### src/service_panel_pkg.sv
// Shared constants and types for the service start/stop panel.
// Assumes a 100 MHz system clock; all cycle counts derive from it.
package service_panel_pkg;

  // ==========================================================================
  // Clock and timing
  // ==========================================================================
  localparam int    CLOCK_HZ          = 100_000_000;
  localparam int    DEBOUNCE_MS       = 10;
  localparam int    HOLD_SHORT_MS     = 2000;
  localparam int    HOLD_LONG_MS      = 10000;
  localparam int    ACK_SHOW_MS       = 5000;
  localparam int    TEST_RUN_MIN      = 60;
  localparam int    DEBOUNCE_CYCLES   = DEBOUNCE_MS * (CLOCK_HZ / 1000);
  localparam int    HOLD_SHORT_CYCLES = HOLD_SHORT_MS * (CLOCK_HZ / 1000);
  localparam int    HOLD_LONG_CYCLES  = HOLD_LONG_MS * (CLOCK_HZ / 1000);
  localparam int    ACK_SHOW_CYCLES   = ACK_SHOW_MS * (CLOCK_HZ / 1000);
  localparam longint TEST_RUN_CYCLES  = longint'(TEST_RUN_MIN) * 60 * longint'(CLOCK_HZ);

  // ==========================================================================
  // Selector positions
  // ==========================================================================
  localparam logic [4:0] SEL_SERVICE    = 5'h02;
  localparam logic [4:0] SEL_COOL       = 5'h05;
  localparam logic [4:0] SEL_HEAT       = 5'h06;
  localparam logic [4:0] SEL_BATCH      = 5'h07;
  localparam logic [4:0] SEL_ONE        = 5'h01;
  localparam logic [4:0] SEL_INDIVIDUAL = 5'h10;
  localparam logic [6:0] UNIT_ADDR_MAX  = 7'h40;

  // ==========================================================================
  // Register port map
  // ==========================================================================
  localparam logic [7:0] REG_CONTROL    = 8'h00;
  localparam logic [7:0] REG_STATUS     = 8'h04;
  localparam int         CTRL_ENABLE    = 0;
  localparam logic       CTRL_RESET     = 1'b1;
  localparam int         STAT_COLL_TEST = 0;
  localparam int         STAT_UNIT_TEST = 1;
  localparam int         STAT_ACK       = 2;
  localparam int         STAT_REFUSED   = 3;
  localparam int         STAT_LAST_LSB  = 8;
  localparam int         STAT_ADDR_LSB  = 16;

  // ==========================================================================
  // Display glyphs, two per section, high nibble is the left digit
  // ==========================================================================
  localparam logic [3:0] GLYPH_C     = 4'ha;
  localparam logic [3:0] GLYPH_H     = 4'hb;
  localparam logic [3:0] GLYPH_DASH  = 4'hc;
  localparam logic [3:0] GLYPH_F     = 4'hd;
  localparam logic [3:0] GLYPH_BLANK = 4'hf;

  // ==========================================================================
  // Commands and selector modes
  // ==========================================================================
  typedef enum logic [2:0] {
    CMD_NONE,
    CMD_START,
    CMD_STOP,
    CMD_COOL_TEST,
    CMD_HEAT_TEST,
    CMD_UNIT_TEST,
    CMD_TEST_END
  } cmd_t;

  typedef enum logic [2:0] {
    MODE_NONE,
    MODE_COOL,
    MODE_HEAT,
    MODE_BATCH,
    MODE_UNIT
  } mode_t;

endpackage : service_panel_pkg

### src/service_start_stop_panel.sv
// Service command interpreter: selectors and keys in, one-shot indoor unit
// commands and two display sections out. Assumes switch pins are asynchronous
// and that error halt and follower map come from logic on the same clock.
`timescale 1ns/100ps

module service_start_stop_panel
  import service_panel_pkg::*;
#(
  parameter int     DEBOUNCE = DEBOUNCE_CYCLES,
  parameter int     HOLD_SHORT = HOLD_SHORT_CYCLES,
  parameter int     HOLD_LONG = HOLD_LONG_CYCLES,
  parameter int     ACK_SHOW = ACK_SHOW_CYCLES,
  parameter longint TEST_RUN = TEST_RUN_CYCLES
) (
  input  wire logic                         clock,
  input  wire logic                         rst_n,
  input  wire logic [4:0]                   functionSelectorFirst,
  input  wire logic [4:0]                   functionSelectorSecond,
  input  wire logic [4:0]                   functionSelectorThird,
  input  wire logic                         onCommandKey,
  input  wire logic                         offCommandKey,
  input  wire logic                         errorHalt,
  input  wire logic [63:0]                  followerMap,
  input  wire logic [7:0]                   regAddr,
  input  wire logic [31:0]                  regWdata,
  input  wire logic                         regWrite,
  input  wire logic                         regRead,
  output      logic [31:0]                  regRdata,
  output      logic                         cmdValid,
  output      service_panel_pkg::cmd_t      cmdCode,
  output      logic                         cmdAll,
  output      logic [6:0]                   cmdAddr,
  output      logic [7:0]                   displayA,
  output      logic [7:0]                   displayB
);

  // ==========================================================================
  // State
  // ==========================================================================
  typedef struct packed {
    logic [4:0]  selFirstMeta;
    logic [4:0]  selFirst;
    logic [4:0]  selSecondMeta;
    logic [4:0]  selSecond;
    logic [4:0]  selThirdMeta;
    logic [4:0]  selThird;
    logic        onMeta;
    logic        onSync;
    logic        offMeta;
    logic        offSync;
    logic        onKey;
    logic        offKey;
    logic [31:0] onDeb;
    logic [31:0] offDeb;
    logic [31:0] hold;
    logic        holdOn;
    logic        holdOff;
    logic        fired;
    logic        cmdValid;
    cmd_t        cmdCode;
    logic        cmdAll;
    logic [6:0]  cmdAddr;
    logic [7:0]  dispA;
    logic [7:0]  dispB;
    logic [31:0] ack;
    logic [7:0]  ackB;
    logic [7:0]  ackA;
    logic        collTest;
    logic        unitTest;
    logic [6:0]  testAddr;
    logic [39:0] collTimer;
    logic [39:0] unitTimer;
    logic        collEndPend;
    logic        unitEndPend;
    logic        enable;
    logic        refused;
    cmd_t        lastCmd;
    logic [31:0] rdata;
  } state_t;

  state_t s;
  state_t next_s;

  mode_t      mode;
  logic [8:0] unitNum;
  logic       addrValid;
  logic [6:0] addr;
  logic       isFollower;
  logic       released;
  logic [7:0] addrDigits;
  logic       actOk;
  logic       doOn;
  logic       doOff;
  logic       doUnitTest;
  logic [31:0] status;

  // ==========================================================================
  // Selector decode
  // ==========================================================================
  // Address is second selector as group of 16 plus third selector
  assign unitNum    = {s.selSecond, 4'h0} - 9'h010 + {4'h0, s.selThird};
  assign addrValid  = (s.selSecond != 5'h00) && (s.selThird != 5'h00)
                      && (unitNum != 9'h000) && (unitNum <= {2'b00, UNIT_ADDR_MAX});
  assign addr       = unitNum[6:0];
  assign isFollower = addrValid && followerMap[6'(addr - 7'h01)];
  assign released   = (s.selFirst == SEL_ONE) && (s.selSecond == SEL_ONE) && (s.selThird == SEL_ONE);
  assign addrDigits = {4'(addr / 7'h0a), 4'(addr % 7'h0a)};
  // Halted system or disabled panel swallows the press
  assign actOk      = s.enable && !errorHalt;

  always_comb
  begin
    mode = MODE_NONE;
    if (s.selFirst == SEL_SERVICE && s.selThird == SEL_ONE)
    begin
      case (s.selSecond)
        SEL_COOL:  mode = MODE_COOL;
        SEL_HEAT:  mode = MODE_HEAT;
        SEL_BATCH: mode = MODE_BATCH;
        default:   mode = MODE_NONE;
      endcase
    end
    else if (s.selFirst == SEL_INDIVIDUAL && addrValid)
    begin
      mode = MODE_UNIT;
    end
  end

  // Status word seen by software
  always_comb
  begin
    status = 32'h0000_0000;
    status[STAT_COLL_TEST] = s.collTest;
    status[STAT_UNIT_TEST] = s.unitTest;
    status[STAT_ACK] = (s.ack != 32'h0000_0000);
    status[STAT_REFUSED] = s.refused;
    status[STAT_LAST_LSB +: 3] = s.lastCmd;
    status[STAT_ADDR_LSB +: 7] = s.testAddr;
  end

  // ==========================================================================
  // Next state
  // ==========================================================================
  always_comb
  begin
    next_s = s;
    doOn = 1'b0;
    doOff = 1'b0;
    doUnitTest = 1'b0;
    next_s.cmdValid = 1'b0;

    // Two flops on every selector and key pin before any logic reads it
    next_s.selFirstMeta = functionSelectorFirst;
    next_s.selFirst = s.selFirstMeta;
    next_s.selSecondMeta = functionSelectorSecond;
    next_s.selSecond = s.selSecondMeta;
    next_s.selThirdMeta = functionSelectorThird;
    next_s.selThird = s.selThirdMeta;
    next_s.onMeta = onCommandKey;
    next_s.onSync = s.onMeta;
    next_s.offMeta = offCommandKey;
    next_s.offSync = s.offMeta;

    // Debounce: level must stay changed for the whole window
    if (s.onSync == s.onKey)
      next_s.onDeb = 32'h0000_0000;
    else if (s.onDeb >= 32'(DEBOUNCE - 1))
    begin
      next_s.onKey = s.onSync;
      next_s.onDeb = 32'h0000_0000;
    end
    else
      next_s.onDeb = s.onDeb + 32'h0000_0001;
    if (s.offSync == s.offKey)
      next_s.offDeb = 32'h0000_0000;
    else if (s.offDeb >= 32'(DEBOUNCE - 1))
    begin
      next_s.offKey = s.offSync;
      next_s.offDeb = 32'h0000_0000;
    end
    else
      next_s.offDeb = s.offDeb + 32'h0000_0001;

    // Hold timing; only one key is timed at a time
    if (!s.holdOn && !s.holdOff)
    begin
      next_s.hold = 32'h0000_0000;
      next_s.fired = 1'b0;
      next_s.holdOn = s.onKey && !s.offKey;
      next_s.holdOff = s.offKey && !s.onKey;
    end
    else if (s.holdOn)
    begin
      if (s.onKey)
      begin
        if (s.hold < 32'(HOLD_LONG))
          next_s.hold = s.hold + 32'h0000_0001;
        if (!s.fired && mode != MODE_UNIT && s.hold == 32'(HOLD_SHORT - 1))
        begin
          doOn = 1'b1;
          next_s.fired = 1'b1;
        end
        if (!s.fired && mode == MODE_UNIT && s.hold == 32'(HOLD_LONG - 1))
        begin
          doUnitTest = 1'b1;
          next_s.fired = 1'b1;
        end
      end
      else
      begin
        // Unit start must wait for release to tell it from a test hold
        if (!s.fired && mode == MODE_UNIT && s.hold >= 32'(HOLD_SHORT))
          doOn = 1'b1;
        next_s.holdOn = 1'b0;
      end
    end
    else
    begin
      if (s.offKey)
      begin
        if (s.hold < 32'(HOLD_SHORT))
          next_s.hold = s.hold + 32'h0000_0001;
        if (!s.fired && s.hold == 32'(HOLD_SHORT - 1))
        begin
          doOff = 1'b1;
          next_s.fired = 1'b1;
        end
      end
      else
        next_s.holdOff = 1'b0;
    end

    // Test run timers, end command queued until the link is free
    if (s.collTest)
    begin
      if (s.collTimer <= 40'h00_0000_0001)
      begin
        next_s.collTest = 1'b0;
        next_s.collEndPend = 1'b1;
      end
      else
        next_s.collTimer = s.collTimer - 40'h00_0000_0001;
    end
    if (s.unitTest)
    begin
      if (s.unitTimer <= 40'h00_0000_0001)
      begin
        next_s.unitTest = 1'b0;
        next_s.unitEndPend = 1'b1;
      end
      else
        next_s.unitTimer = s.unitTimer - 40'h00_0000_0001;
    end

    // Acknowledge display countdown; selectors back to 1 drop it at once
    if (released)
      next_s.ack = 32'h0000_0000;
    else if (s.ack != 32'h0000_0000)
      next_s.ack = s.ack - 32'h0000_0001;

    // One command per cycle; a key action wins over a pending test end
    if ((doOn || doOff || doUnitTest) && actOk && mode != MODE_NONE)
    begin
      next_s.refused = 1'b0;
      next_s.cmdAll = (mode != MODE_UNIT);
      next_s.cmdAddr = (mode == MODE_UNIT) ? addr : 7'h00;
      if (mode == MODE_UNIT && isFollower)
      begin
        next_s.refused = 1'b1;
        next_s.ackA = addrDigits;
        next_s.ackB = {GLYPH_DASH, GLYPH_DASH};
        next_s.ack = 32'(ACK_SHOW);
      end
      else
      begin
        next_s.cmdValid = 1'b1;
        next_s.ack = 32'(ACK_SHOW);
        next_s.ackA = (mode == MODE_UNIT) ? addrDigits : {GLYPH_C, GLYPH_H};
        case (mode)
          MODE_COOL:
          begin
            next_s.cmdCode = doOn ? CMD_COOL_TEST : CMD_NONE;
            next_s.cmdValid = doOn;
            next_s.ack = 32'h0000_0000;
            next_s.collTest = doOn ? 1'b1 : s.collTest;
            next_s.collTimer = doOn ? 40'(TEST_RUN) : s.collTimer;
          end
          MODE_HEAT:
          begin
            next_s.cmdCode = doOn ? CMD_HEAT_TEST : CMD_NONE;
            next_s.cmdValid = doOn;
            next_s.ack = 32'h0000_0000;
            next_s.collTest = doOn ? 1'b1 : s.collTest;
            next_s.collTimer = doOn ? 40'(TEST_RUN) : s.collTimer;
          end
          MODE_BATCH:
          begin
            // Plain start: units keep their own remote settings
            next_s.cmdCode = doOn ? CMD_START : CMD_STOP;
            next_s.ackB = doOn ? 8'h11 : 8'h00;
          end
          MODE_UNIT:
          begin
            if (doUnitTest)
            begin
              next_s.cmdCode = CMD_UNIT_TEST;
              next_s.ackB = {GLYPH_F, GLYPH_F};
              next_s.unitTest = 1'b1;
              next_s.testAddr = addr;
              next_s.unitTimer = 40'(TEST_RUN);
            end
            else
            begin
              next_s.cmdCode = doOn ? CMD_START : CMD_STOP;
              next_s.ackB = doOn ? 8'h11 : 8'h00;
            end
          end
          default:
            next_s.cmdValid = 1'b0;
        endcase
      end
      if (next_s.cmdValid)
        next_s.lastCmd = next_s.cmdCode;
    end
    else if (s.collEndPend)
    begin
      next_s.collEndPend = 1'b0;
      next_s.cmdValid = 1'b1;
      next_s.cmdCode = CMD_TEST_END;
      next_s.cmdAll = 1'b1;
      next_s.cmdAddr = 7'h00;
      next_s.lastCmd = CMD_TEST_END;
    end
    else if (s.unitEndPend)
    begin
      next_s.unitEndPend = 1'b0;
      next_s.cmdValid = 1'b1;
      next_s.cmdCode = CMD_TEST_END;
      next_s.cmdAll = 1'b0;
      next_s.cmdAddr = s.testAddr;
      next_s.lastCmd = CMD_TEST_END;
    end

    // Display: acknowledge overrides the mode code on both sections A and B
    case (mode)
      MODE_COOL:
      begin
        next_s.dispA = {GLYPH_C, GLYPH_BLANK};
        next_s.dispB = {GLYPH_DASH, GLYPH_C};
      end
      MODE_HEAT:
      begin
        next_s.dispA = {GLYPH_H, GLYPH_BLANK};
        next_s.dispB = {GLYPH_DASH, GLYPH_H};
      end
      MODE_BATCH:
      begin
        next_s.dispA = {GLYPH_C, GLYPH_H};
        next_s.dispB = {GLYPH_BLANK, GLYPH_BLANK};
      end
      MODE_UNIT:
      begin
        next_s.dispA = addrDigits;
        next_s.dispB = {GLYPH_BLANK, GLYPH_BLANK};
      end
      default:
      begin
        next_s.dispA = {GLYPH_BLANK, GLYPH_BLANK};
        next_s.dispB = {GLYPH_BLANK, GLYPH_BLANK};
      end
    endcase
    if (next_s.ack != 32'h0000_0000)
    begin
      next_s.dispA = next_s.ackA;
      next_s.dispB = next_s.ackB;
    end

    // Register port: write takes effect next edge, read data next cycle
    if (regWrite && regAddr == REG_CONTROL)
      next_s.enable = regWdata[CTRL_ENABLE];
    next_s.rdata = 32'h0000_0000;
    if (regRead)
    begin
      case (regAddr)
        REG_CONTROL: next_s.rdata = {31'h0000_0000, s.enable};
        REG_STATUS:  next_s.rdata = status;
        default:     next_s.rdata = 32'h0000_0000;
      endcase
    end
  end

  // ==========================================================================
  // Registers
  // ==========================================================================
  always_ff @(posedge clock)
  begin
    if (!rst_n)
    begin
      s <= '0;
      s.enable <= CTRL_RESET;
      s.cmdCode <= CMD_NONE;
      s.lastCmd <= CMD_NONE;
      s.selFirstMeta <= SEL_ONE;
      s.selFirst <= SEL_ONE;
      s.selSecondMeta <= SEL_ONE;
      s.selSecond <= SEL_ONE;
      s.selThirdMeta <= SEL_ONE;
      s.selThird <= SEL_ONE;
      s.dispA <= {GLYPH_BLANK, GLYPH_BLANK};
      s.dispB <= {GLYPH_BLANK, GLYPH_BLANK};
    end
    else
      s <= next_s;
  end

  // Outputs come straight from flops
  assign regRdata = s.rdata;
  assign cmdValid = s.cmdValid;
  assign cmdCode  = s.cmdCode;
  assign cmdAll   = s.cmdAll;
  assign cmdAddr  = s.cmdAddr;
  assign displayA = s.dispA;
  assign displayB = s.dispB;

endmodule : service_start_stop_panel

### config.mk
export PLATFORM = sky130hd
export DESIGN_NAME = service_start_stop_panel
export DESIGN_NICKNAME = d
export VERILOG_FILES = /design/src/service_panel_pkg.sv /design/src/service_start_stop_panel.sv
export SDC_FILE = /design/constraint.sdc
export NUM_CORES = 1
export LEC_CHECK = 0
export BUFFER_PORTS_ARGS = -buffer_cell sky130_fd_sc_hd__buf_2
export CORE_ASPECT_RATIO = 1.25
export CORE_UTILIZATION = 53
export DETAILED_ROUTE_END_ITERATION = 8
export PLACE_DENSITY = 0.76
export SLEW_MARGIN = 40
export SYNTH_ARGS = -nofsm -noshare
export SYNTH_HDL_FRONTEND = slang
export SYNTH_SLANG_ARGS = --single-unit
### constraint.sdc
create_clock -name clock -period 4.3 [get_ports clock]
set_input_delay 0.215 -clock clock [delete_from_list [all_inputs] [get_ports clock]]
set_output_delay 0.215 -clock clock [all_outputs]
set_load 0.02 [all_outputs]
==> metrics.txt, run 1 <==
# TYPE chip_impl_metric gauge
chip_impl_metric{name="rr_worst_depth",unit=""} 10
chip_impl_metric{name="floorplan.rows",unit=""} 70
chip_impl_metric{name="number_of_synthesized_flops_with_an_enable_pin",unit=""} 0
chip_impl_metric{name="die_height",unit="µm"} 195
chip_impl_metric{name="globalplace.congestion",unit=""} 0.956
chip_impl_metric{name="antenna_found_initial",unit=""} 0
chip_impl_metric{name="grt_max_degree",unit=""} 55
chip_impl_metric{name="drt_iter0_markers",unit=""} 811
chip_impl_metric{name="setup_viol_count_final",unit=""} 0
chip_impl_metric{name="grt_pass1_wl",unit="µm"} 65800
chip_impl_info{name="worst_setup_path_startpoint",value="s[159]$_SDFF_PN0_"} 1
chip_impl_metric{name="cts-htree-levels",unit=""} 2
chip_impl_info{name="cts-root-buf",value="sky130_fd_sc_hd__clkbuf_16"} 1
chip_impl_metric{name="globalRouteTotalUtil",unit=""} 0.265
chip_impl_info{name="ys_top_cells_by_area",value="sky130_fd_sc_hd__dfxtp_1 (41%), sky130_fd_sc_hd__nor2_1 (6.5%), sky130_fd_sc_hd__xnor2_1 (3.7%)"} 1
chip_impl_metric{name="placeableCoreArea",unit="µm²"} 29300
chip_impl_metric{name="tns",unit="ns"} 0
chip_impl_metric{name="postPlaceCellArea",unit="µm²"} 16800
chip_impl_info{name="unrepaired_setup_endpoints_after_global_routing",value="false"} 1
chip_impl_metric{name="ctsHoldBuffers",unit=""} 20
chip_impl_metric{name="numClockSinks",unit=""} 321
chip_impl_info{name="most-common-layout-cells",value="sky130_fd_sc_hd__dfxtp_1 (321), sky130_fd_sc_hd__nor2_1 (274), sky130_fd_sc_hd__buf_2 (135)"} 1
chip_impl_metric{name="relSlewSlack",unit=""} 0.481
chip_impl_metric{name="ys_async_sr_fraction",unit=""} 0
chip_impl_metric{name="finalClockSkew",unit="ns"} 0.0249
chip_impl_metric{name="layout.nets",unit=""} 2138
chip_impl_metric{name="ff2ff_setup_slack",unit="ns"} 0.32
chip_impl_metric{name="synthDistinctLibCells",unit=""} 91
chip_impl_info{name="crit_chain",value="or4_4 > or4_1 > nor4_4 > mux2i_1 > o211ai_1 > or4_4 > o211ai_2 > buf_12 > nand3_1 > a31o_1"} 1
chip_impl_metric{name="timing.critical_path.depth",unit=""} 10
chip_impl_metric{name="worstSkewPairLatency",unit="ns"} 0.53
chip_impl_metric{name="p_leak",unit="nW"} 7.40
chip_impl_metric{name="routedWlPerCell",unit="µm"} 16.7
chip_impl_metric{name="drt-pass1-iter-count",unit=""} 5
chip_impl_metric{name="top_level_ports",unit=""} 186
chip_impl_metric{name="power_per_cell_area",unit="nW/µm²"} 354
chip_impl_metric{name="chipWidth",unit="µm"} 157
chip_impl_metric{name="grt.overflow.total",unit=""} 0
chip_impl_metric{name="cp_max_fo",unit=""} 21
chip_impl_metric{name="count_of_buffers_added_by_post_cts_timing_repair_for_setup",unit=""} 0
chip_impl_info{name="critical_path.endpoint",value="displayB[5]$_SDFF_PN1_"} 1
chip_impl_metric{name="netlist_area",unit="µm²"} 15900
chip_impl_metric{name="numCtsBuffers",unit=""} 34
chip_impl_info{name="status",value="finished clean"} 1
chip_impl_info{name="worst_path_dominant_cell_family",value="simple AND/OR/NAND/NOR gates"} 1
chip_impl_metric{name="cp.arrival",unit="ns"} 4.39
chip_impl_metric{name="cts.reportedPaths.clkPinSlew",unit="ns"} 0.06
chip_impl_metric{name="grt_pass1_vias",unit=""} 13548
chip_impl_metric{name="yosys.area.top_type_share",unit=""} 0.405
chip_impl_info{name="worst_path_slowest_cell",value="sky130_fd_sc_hd__or4_1"} 1
chip_impl_metric{name="tightestPinTransition",unit="ns"} 0.778
chip_impl_metric{name="achievable-frequency",unit="MHz"} 251
chip_impl_info{name="rr_endpoint",value="displayB[5]$_SDFF_PN1_"} 1
chip_impl_metric{name="routed-via-count",unit=""} 13940
chip_impl_metric{name="drive_gt1_frac",unit=""} 0.154
chip_impl_metric{name="timing_max_transition_violations_final",unit=""} 0
chip_impl_metric{name="post-dp-hpwl",unit="µm"} 28800
chip_impl_info{name="layout.cells.most_common",value="sky130_fd_sc_hd__dfxtp_1"} 1
chip_impl_metric{name="period_needed",unit="ns"} 3.98
chip_impl_metric{name="start_util",unit=""} 0.541
chip_impl_metric{name="worstPathRequired",unit="ns"} 4.71
chip_impl_metric{name="yosysWarnings",unit=""} 0
chip_impl_info{name="netlist.top_cell.by_area",value="sky130_fd_sc_hd__dfxtp_1"} 1
chip_impl_metric{name="placement.io_buffers",unit=""} 136
chip_impl_metric{name="share_of_the_clock_period_used_by_the_worst_path",unit=""} 0.926
chip_impl_metric{name="cp_num_buf_inv",unit=""} 1
chip_impl_metric{name="area_enclosed_by_the_die_boundary",unit="µm²"} 30600
chip_impl_info{name="critPathKind",value="flip-flop to flip-flop"} 1
chip_impl_info{name="rr_startpoint",value="s[159]$_SDFF_PN0_"} 1
chip_impl_info{name="cp-start-kind",value="flip-flop"} 1
chip_impl_metric{name="fin_area",unit="µm²"} 18200
chip_impl_info{name="ys_dominant_reg_cell",value="sky130_fd_sc_hd__dfxtp_1"} 1
chip_impl_metric{name="yosysSeqAreaShare",unit=""} 0.405
chip_impl_metric{name="syn-instance-count",unit=""} 1862
chip_impl_metric{name="postRouteWirelength",unit="µm"} 40300
chip_impl_info{name="end_kind",value="flip-flop"} 1
chip_impl_metric{name="drt.antenna.violating_nets",unit=""} 0
chip_impl_metric{name="area_growth_syn_to_layout",unit="%"} 14.5
chip_impl_metric{name="post_cts_resized",unit=""} 0
chip_impl_metric{name="longest_clk_path_bufs",unit=""} 3
chip_impl_metric{name="n_antenna_cell",unit=""} 0
chip_impl_metric{name="report.final.hold_viol_count",unit=""} 0
chip_impl_metric{name="timing.max_cap.violations",unit=""} 0
chip_impl_metric{name="post_synth.cell_area_avg",unit="µm²"} 8.52
chip_impl_metric{name="vdd.ir_drop.worst",unit="mV"} 0.466
chip_impl_metric{name="synth-seq-cells",unit=""} 321
chip_impl_metric{name="remaining_drc_errors",unit=""} 0
chip_impl_metric{name="viasPerCell",unit=""} 5.78
chip_impl_metric{name="final_core_utilization",unit=""} 0.619
chip_impl_info{name="hold_path_class",value="primary input to flip-flop"} 1
chip_impl_info{name="cp_common_cell",value="sky130_fd_sc_hd__or4_4"} 1
chip_impl_info{name="tritoncts",value="built"} 1
chip_impl_metric{name="cp_slowest_stage_delay",unit="ns"} 0.65
==> metal layers <==
layer	vias to the layer above	wire (µm)	track usage
met5	-	0	0
met4	0	1880	0.133
met3	100	1850	0.0337
met2	396	20300	0.472
met1	6686	16300	0.308
li1	6758	-	-
==> cells by family after synthesis <==
group	after synthesis	share of synthesized area
other	1	0.000236
xor gates and xnor gates	129	0.0717
adders and majority gates	20	0.0162
AOI/OAI and AO/OA	304	0.126
muxes	45	0.0409
DFF	321	0.405
and+or+nand+nor	851	0.279
buffers and inverters	191	0.0608
==> cell usage after synthesis (6+ instances only) <==
library cell / count
sky130_fd_sc_hd__o21ai_1: 14
sky130_fd_sc_hd__dfxtp_1: 321
sky130_fd_sc_hd__a211oi_1: 12
sky130_fd_sc_hd__ha_1: 19
sky130_fd_sc_hd__nor2_1: 274
sky130_fd_sc_hd__a31oi_1: 24
sky130_fd_sc_hd__nand3b_1: 8
sky130_fd_sc_hd__buf_4: 61
sky130_fd_sc_hd__nor4_1: 50
sky130_fd_sc_hd__o21a_1: 6
sky130_fd_sc_hd__and3_1: 31
sky130_fd_sc_hd__nand4_1: 26
sky130_fd_sc_hd__and2_1: 49
sky130_fd_sc_hd__nand3_1: 57
sky130_fd_sc_hd__nand2_1: 121
sky130_fd_sc_hd__o21ai_0: 52
sky130_fd_sc_hd__mux2_2: 9
sky130_fd_sc_hd__a21oi_1: 94
sky130_fd_sc_hd__xor2_1: 61
sky130_fd_sc_hd__mux4_2: 15
sky130_fd_sc_hd__nor3_1: 44
sky130_fd_sc_hd__o21bai_1: 6
sky130_fd_sc_hd__nor3b_1: 13
sky130_fd_sc_hd__nor2b_1: 23
sky130_fd_sc_hd__and4_1: 6
sky130_fd_sc_hd__or2_2: 11
sky130_fd_sc_hd__xnor2_1: 67
sky130_fd_sc_hd__clkbuf_1: 84
sky130_fd_sc_hd__o211ai_1: 11
sky130_fd_sc_hd__inv_1: 38
sky130_fd_sc_hd__nand2b_1: 21
sky130_fd_sc_hd__or3_1: 49
sky130_fd_sc_hd__o31ai_1: 17
sky130_fd_sc_hd__or4_1: 34
sky130_fd_sc_hd__mux2i_1: 21
==> per-stage QoR <==
step	hold slack [ns]	cells	total power [mW]	worst slack (ns)
after floorplan	0.316	1903	3.30	0.181
after global placement	0.402	2332	3.40	0.326
after detailed placement	0.399	2332	3.41	0.335
after CTS	0.118	2411	6.49	0.316
after global routing	0.131	2411	6.65	0.117
final	0.132	2411	6.43	0.318
==> worst min path at each step <==
stage / end / start / slack [ns] / cells past startpoint
detailed placement: s[329]$_SDFF_PN1_ / next_s[329]$_SDFF_PN1_ / 0.40 / 1
floorplan: next_s[309]$_SDFF_PN1_ / functionSelectorThird[0] / 0.32 / 1
global placement: s[329]$_SDFF_PN1_ / next_s[329]$_SDFF_PN1_ / 0.40 / 1
global route: regRdata[21]$_SDFF_PN0_ / regAddr[2] / 0.13 / 2
finish: regRdata[19]$_SDFF_PN0_ / regAddr[2] / 0.13 / 2
CTS: regRdata[19]$_SDFF_PN0_ / regAddr[2] / 0.12 / 2
==> registers in the layout (all words and copies together), names as in the netlist <==
name / cells
cmdValid: 1
cmdAddr: 7
cmdCode: 3
cmdAll: 1
s: 262
displayB: 8
displayA: 8
next_s: 17
regRdata: 14
==> power breakdown <==
part	internal (mW)	switching [mW]	leakage, nW
Sequential	3.00	0.0136	2.60
Combinational	0.150	0.197	4.22
Clock	1.84	1.24	0.578
Total	4.99	1.45	7.40
==> area by class of cell <==
cell class | instances | area [µm²]
fillers | 2524 | 11200
multi-input cells | 1391 | 8640
flip-flops and latches | 321 | 6430
repair buffers | 206 | 1270
clock buffers | 43 | 955
well taps | 396 | 495
clock inverters | 16 | 243
inverters | 38 | 143
No activity file was read; power rests on OpenSTA's default activity.
==> run 2: changes to the inputs <==
--- a/config.mk
+++ b/config.mk
@@ -5,11 +5,12 @@
 export SDC_FILE = /design/constraint.sdc
 export NUM_CORES = 1
 export LEC_CHECK = 0
+export ABC_AREA = 1
 export BUFFER_PORTS_ARGS = -buffer_cell sky130_fd_sc_hd__buf_2
 export CORE_ASPECT_RATIO = 1.25
-export CORE_UTILIZATION = 53
+export CORE_UTILIZATION = 54
 export DETAILED_ROUTE_END_ITERATION = 8
-export PLACE_DENSITY = 0.76
+export PLACE_DENSITY = 0.77
 export SLEW_MARGIN = 40
 export SYNTH_ARGS = -nofsm -noshare
 export SYNTH_HDL_FRONTEND = slang
==> metrics.txt, run 2 <==
# TYPE chip_impl_metric gauge
chip_impl_info{name="status",value="finished clean"} 1
chip_impl_metric{name="achievable-frequency",unit="MHz"} 249
chip_impl_metric{name="share_of_the_synthesized_area_in_compound_gates_ao_oa_aoi_oai",unit=""} 0.0910
chip_impl_metric{name="yosysSeqAreaShare",unit=""} 0.373
chip_impl_metric{name="yosys.area.top_type_share",unit=""} 0.373
chip_impl_metric{name="die_height",unit="µm"} 202
chip_impl_info{name="regMostFlops",value="s"} 1
chip_impl_metric{name="synth-seq-cells",unit=""} 321
chip_impl_metric{name="top_level_ports",unit=""} 186
chip_impl_metric{name="longest_clk_path_bufs",unit=""} 3
chip_impl_info{name="ys_top_cells_by_area",value="sky130_fd_sc_hd__dfxtp_1 (37%), sky130_fd_sc_hd__nand2_1 (11%), sky130_fd_sc_hd__nor2_1 (9.1%)"} 1
chip_impl_metric{name="fin_area",unit="µm²"} 19400
chip_impl_metric{name="tightestPinTransition",unit="ns"} 0.718
chip_impl_metric{name="period_needed",unit="ns"} 4.02
chip_impl_info{name="netlist.top_cell.by_area",value="sky130_fd_sc_hd__dfxtp_1"} 1
chip_impl_info{name="synth_top_family_by_area",value="simple AND/OR/NAND/NOR gates"} 1
chip_impl_metric{name="yosys-mux-area-fraction",unit=""} 0
chip_impl_metric{name="cp.arrival",unit="ns"} 4.46
chip_impl_metric{name="viasPerCell",unit=""} 5.32
chip_impl_metric{name="grt_pass1_vias",unit=""} 15614
chip_impl_metric{name="worstPathRequired",unit="ns"} 4.75
chip_impl_metric{name="relSlewSlack",unit=""} 0.517
chip_impl_metric{name="postPlaceCellArea",unit="µm²"} 17900
chip_impl_metric{name="netlist_area",unit="µm²"} 17200
chip_impl_metric{name="synthXorXnorAreaFrac",unit=""} 0.0585
chip_impl_metric{name="tns",unit="ns"} 0
chip_impl_metric{name="grt_pass1_wl",unit="µm"} 72400
chip_impl_metric{name="start_util",unit=""} 0.553
chip_impl_metric{name="postRouteWirelength",unit="µm"} 43900
chip_impl_metric{name="timing_max_transition_violations_final",unit=""} 0
chip_impl_metric{name="cp_num_buf_inv",unit=""} 7
chip_impl_info{name="tritoncts",value="built"} 1
chip_impl_info{name="unrepaired_setup_endpoints_after_global_routing",value="true"} 1
chip_impl_metric{name="synth_simple_gate_area_share",unit=""} 0.350
chip_impl_metric{name="synthDistinctLibCells",unit=""} 63
chip_impl_metric{name="report.power.total",unit="mW"} 8.10
chip_impl_metric{name="cp_slowest_stage_delay",unit="ns"} 0.62
chip_impl_metric{name="ys_async_sr_fraction",unit=""} 0
chip_impl_metric{name="numCtsBuffers",unit=""} 34
chip_impl_metric{name="antenna_found_initial",unit=""} 0
chip_impl_metric{name="routedWlPerCell",unit="µm"} 14.4
chip_impl_metric{name="p_leak",unit="nW"} 9.01
chip_impl_metric{name="vdd.ir_drop.worst",unit="mV"} 0.382
chip_impl_metric{name="drt.antenna.violating_nets",unit=""} 0
chip_impl_metric{name="n_antenna_cell",unit=""} 0
chip_impl_metric{name="syn-instance-count",unit=""} 2505
chip_impl_metric{name="grt.overflow.total",unit=""} 0
chip_impl_metric{name="routed-via-count",unit=""} 16268
chip_impl_metric{name="cts-htree-levels",unit=""} 2
chip_impl_metric{name="fillers",unit=""} 2857
chip_impl_metric{name="post_synth.cell_area_avg",unit="µm²"} 6.87
chip_impl_metric{name="area_enclosed_by_the_die_boundary",unit="µm²"} 32600
chip_impl_metric{name="report.final.hold_viol_count",unit=""} 0
chip_impl_metric{name="largest_register_ff_count",unit=""} 262
chip_impl_metric{name="number_of_synthesized_flops_with_an_enable_pin",unit=""} 0
chip_impl_info{name="hold_path_class",value="primary input to flip-flop"} 1
chip_impl_metric{name="chipWidth",unit="µm"} 162
chip_impl_info{name="worst_path_dominant_cell_family",value="simple AND/OR/NAND/NOR gates"} 1
chip_impl_info{name="end_kind",value="flip-flop"} 1
chip_impl_metric{name="floorplan.rows",unit=""} 72
chip_impl_metric{name="share_of_the_clock_period_used_by_the_worst_path",unit=""} 0.934
chip_impl_info{name="critPathKind",value="flip-flop to flip-flop"} 1
chip_impl_metric{name="area_growth_syn_to_layout",unit="%"} 12.4
chip_impl_metric{name="cts.reportedPaths.clkPinSlew",unit="ns"} 0.06
chip_impl_metric{name="synthesized_area_fraction_occupied_by_adder_cells",unit=""} 0.0150
chip_impl_metric{name="drt-pass1-iter-count",unit=""} 5
chip_impl_metric{name="power_per_cell_area",unit="nW/µm²"} 419
chip_impl_metric{name="setup_slack",unit="ns"} 0.282
chip_impl_metric{name="layout.nets",unit=""} 2772
chip_impl_metric{name="pre_cts_slack",unit="ns"} 0.00759
chip_impl_metric{name="globalRouteTotalUtil",unit=""} 0.271
chip_impl_metric{name="grt_max_degree",unit=""} 68
chip_impl_info{name="cts-root-buf",value="sky130_fd_sc_hd__clkbuf_16"} 1
chip_impl_metric{name="remaining_drc_errors",unit=""} 0
chip_impl_info{name="post-synth-top-count-cell",value="sky130_fd_sc_hd__nand2_1"} 1
chip_impl_metric{name="worstSkewPairLatency",unit="ns"} 0.52
chip_impl_info{name="cp-start-kind",value="flip-flop"} 1
chip_impl_info{name="top_cells_by_count_synth",value="sky130_fd_sc_hd__nand2_1 (485), sky130_fd_sc_hd__nor2_1 (418), sky130_fd_sc_hd__dfxtp_1 (321), sky130_fd_sc_hd__inv_1 (294), sky130_fd_sc_hd__nand3_1 (185)"} 1
chip_impl_metric{name="numClockSinks",unit=""} 321
chip_impl_info{name="most-common-layout-cells",value="sky130_fd_sc_hd__nand2_1 (483), sky130_fd_sc_hd__nor2_1 (418), sky130_fd_sc_hd__dfxtp_1 (321)"} 1
chip_impl_metric{name="ff2ff_setup_slack",unit="ns"} 0.28
chip_impl_info{name="layout.cells.most_common",value="sky130_fd_sc_hd__nand2_1"} 1
chip_impl_metric{name="setup_viol_count_final",unit=""} 0
chip_impl_metric{name="timing.max_cap.violations",unit=""} 0
chip_impl_info{name="ys_dominant_reg_cell",value="sky130_fd_sc_hd__dfxtp_1"} 1
chip_impl_metric{name="finalClockSkew",unit="ns"} 0.0250
chip_impl_info{name="crit_chain",value="inv_1 > ha_1 > inv_1 > ha_1 > fa_2 > inv_1 > nand4_1 > nand2_2 > nor2_4 > nand3_4 > nand2_2 > nor3b_4 > buf_4 > nand3_4 > buf_4 > inv_2 > nand2_2 > inv_6 > nand2_1 > o21a_1 > nor2_1"} 1
chip_impl_metric{name="cp_max_fo",unit=""} 28
chip_impl_metric{name="globalplace.congestion",unit=""} 0.968
chip_impl_metric{name="placement.io_buffers",unit=""} 136
chip_impl_metric{name="drive_gt1_frac",unit=""} 0.112
chip_impl_metric{name="yosysWarnings",unit=""} 0
chip_impl_metric{name="post-dp-hpwl",unit="µm"} 32600
chip_impl_metric{name="drt_iter0_markers",unit=""} 1106
chip_impl_metric{name="placeableCoreArea",unit="µm²"} 31200
chip_impl_info{name="worst_path_slowest_cell",value="sky130_fd_sc_hd__fa_2"} 1
==> run 2: cell count changes after synthesis, moves of 40 or more <==
cell / delta
sky130_fd_sc_hd__and2_1: -46
sky130_fd_sc_hd__clkbuf_1: -40
sky130_fd_sc_hd__inv_1: +256
sky130_fd_sc_hd__nand2_1: +364
sky130_fd_sc_hd__nand3_1: +128
sky130_fd_sc_hd__nor2_1: +144
sky130_fd_sc_hd__or3_1: -49
==> run 2: layout make-up <==
cell class	count	area (µm²)	share of cell area
Sequential cell	321	6430	0.332
Clock buffer	40	915	0.0473
Timing Repair Buffer	174	1010	0.0524
Inverter	305	1150	0.0595
Clock inverter	19	272	0.0140
Tap cell	407	509	0.0263
Multi-Input combinational cell	1790	9070	0.469
==> run 2: path summary, 6_finish.rpt <==
| check | start | end | depth (start not counted) |
|---|---|---|---|
| setup / recovery | s[319]$_SDFF_PN1_ | s[104]$_SDFFE_PN0P_ | 21 |
| hold reg to reg | next_s[309]$_SDFF_PN1_ | s[309]$_SDFF_PN1_ | 1 |
| setup reg to reg | s[319]$_SDFF_PN1_ | s[104]$_SDFFE_PN0P_ | 21 |
| hold / removal | rst_n | next_s[305]$_SDFF_PN0_ | 3 |
==> run 2: metal layers <==
metal / track usage / wire length (µm) / vias to the layer above
li1: - / - / 8239
met1: 0.310 / 18200 / 7480
met2: 0.485 / 21500 / 426
met3: 0.0451 / 2250 / 123
met4: 0.129 / 2040 / 0
met5: 0 / 0 / -
==> run 2: tightest hold or removal path, delay by kind of cell <==
family	cells	cell delay, ns
simple gates	1	0.09
buf+inv	2	0.24
==> run 2: power breakdown <==
group / internal [mW] / switching, mW / total (mW)
Combinational: 0.645 / 1.18 / 1.82
Clock: 1.89 / 1.22 / 3.11
Sequential: 3.08 / 0.0864 / 3.17
==> run 2: timing repair <==
item	CTS	global route
setup buffers	0	3
setup endpoints to repair	2	90
gates resized for setup	1	15
hold buffers	19	0
hold endpoints to repair	18	0
pin swaps	0	1
==> run 2: cells by family after synthesis <==
logic type	count (synthesis)
AOI/OAI and AO/OA	265
xor gates and xnor gates	115
adders and majority gates	20
buffers and inverters	435
DFF	321
other	1
and+or+nand+nor	1348
==> run 2: metrics by stage <==
stage / std cells / utilization / hold slack, ns
2_1_floorplan: 2546 / - / 0.313
3_3_place_gp: 2975 / 0.574 / 0.397
3_5_place_dp: 2975 / 0.574 / 0.401
4_1_cts: 3053 / 0.618 / 0.0674
5_1_grt: 3056 / 0.621 / 0.0896
6_report: 3056 / 0.621 / 0.0764
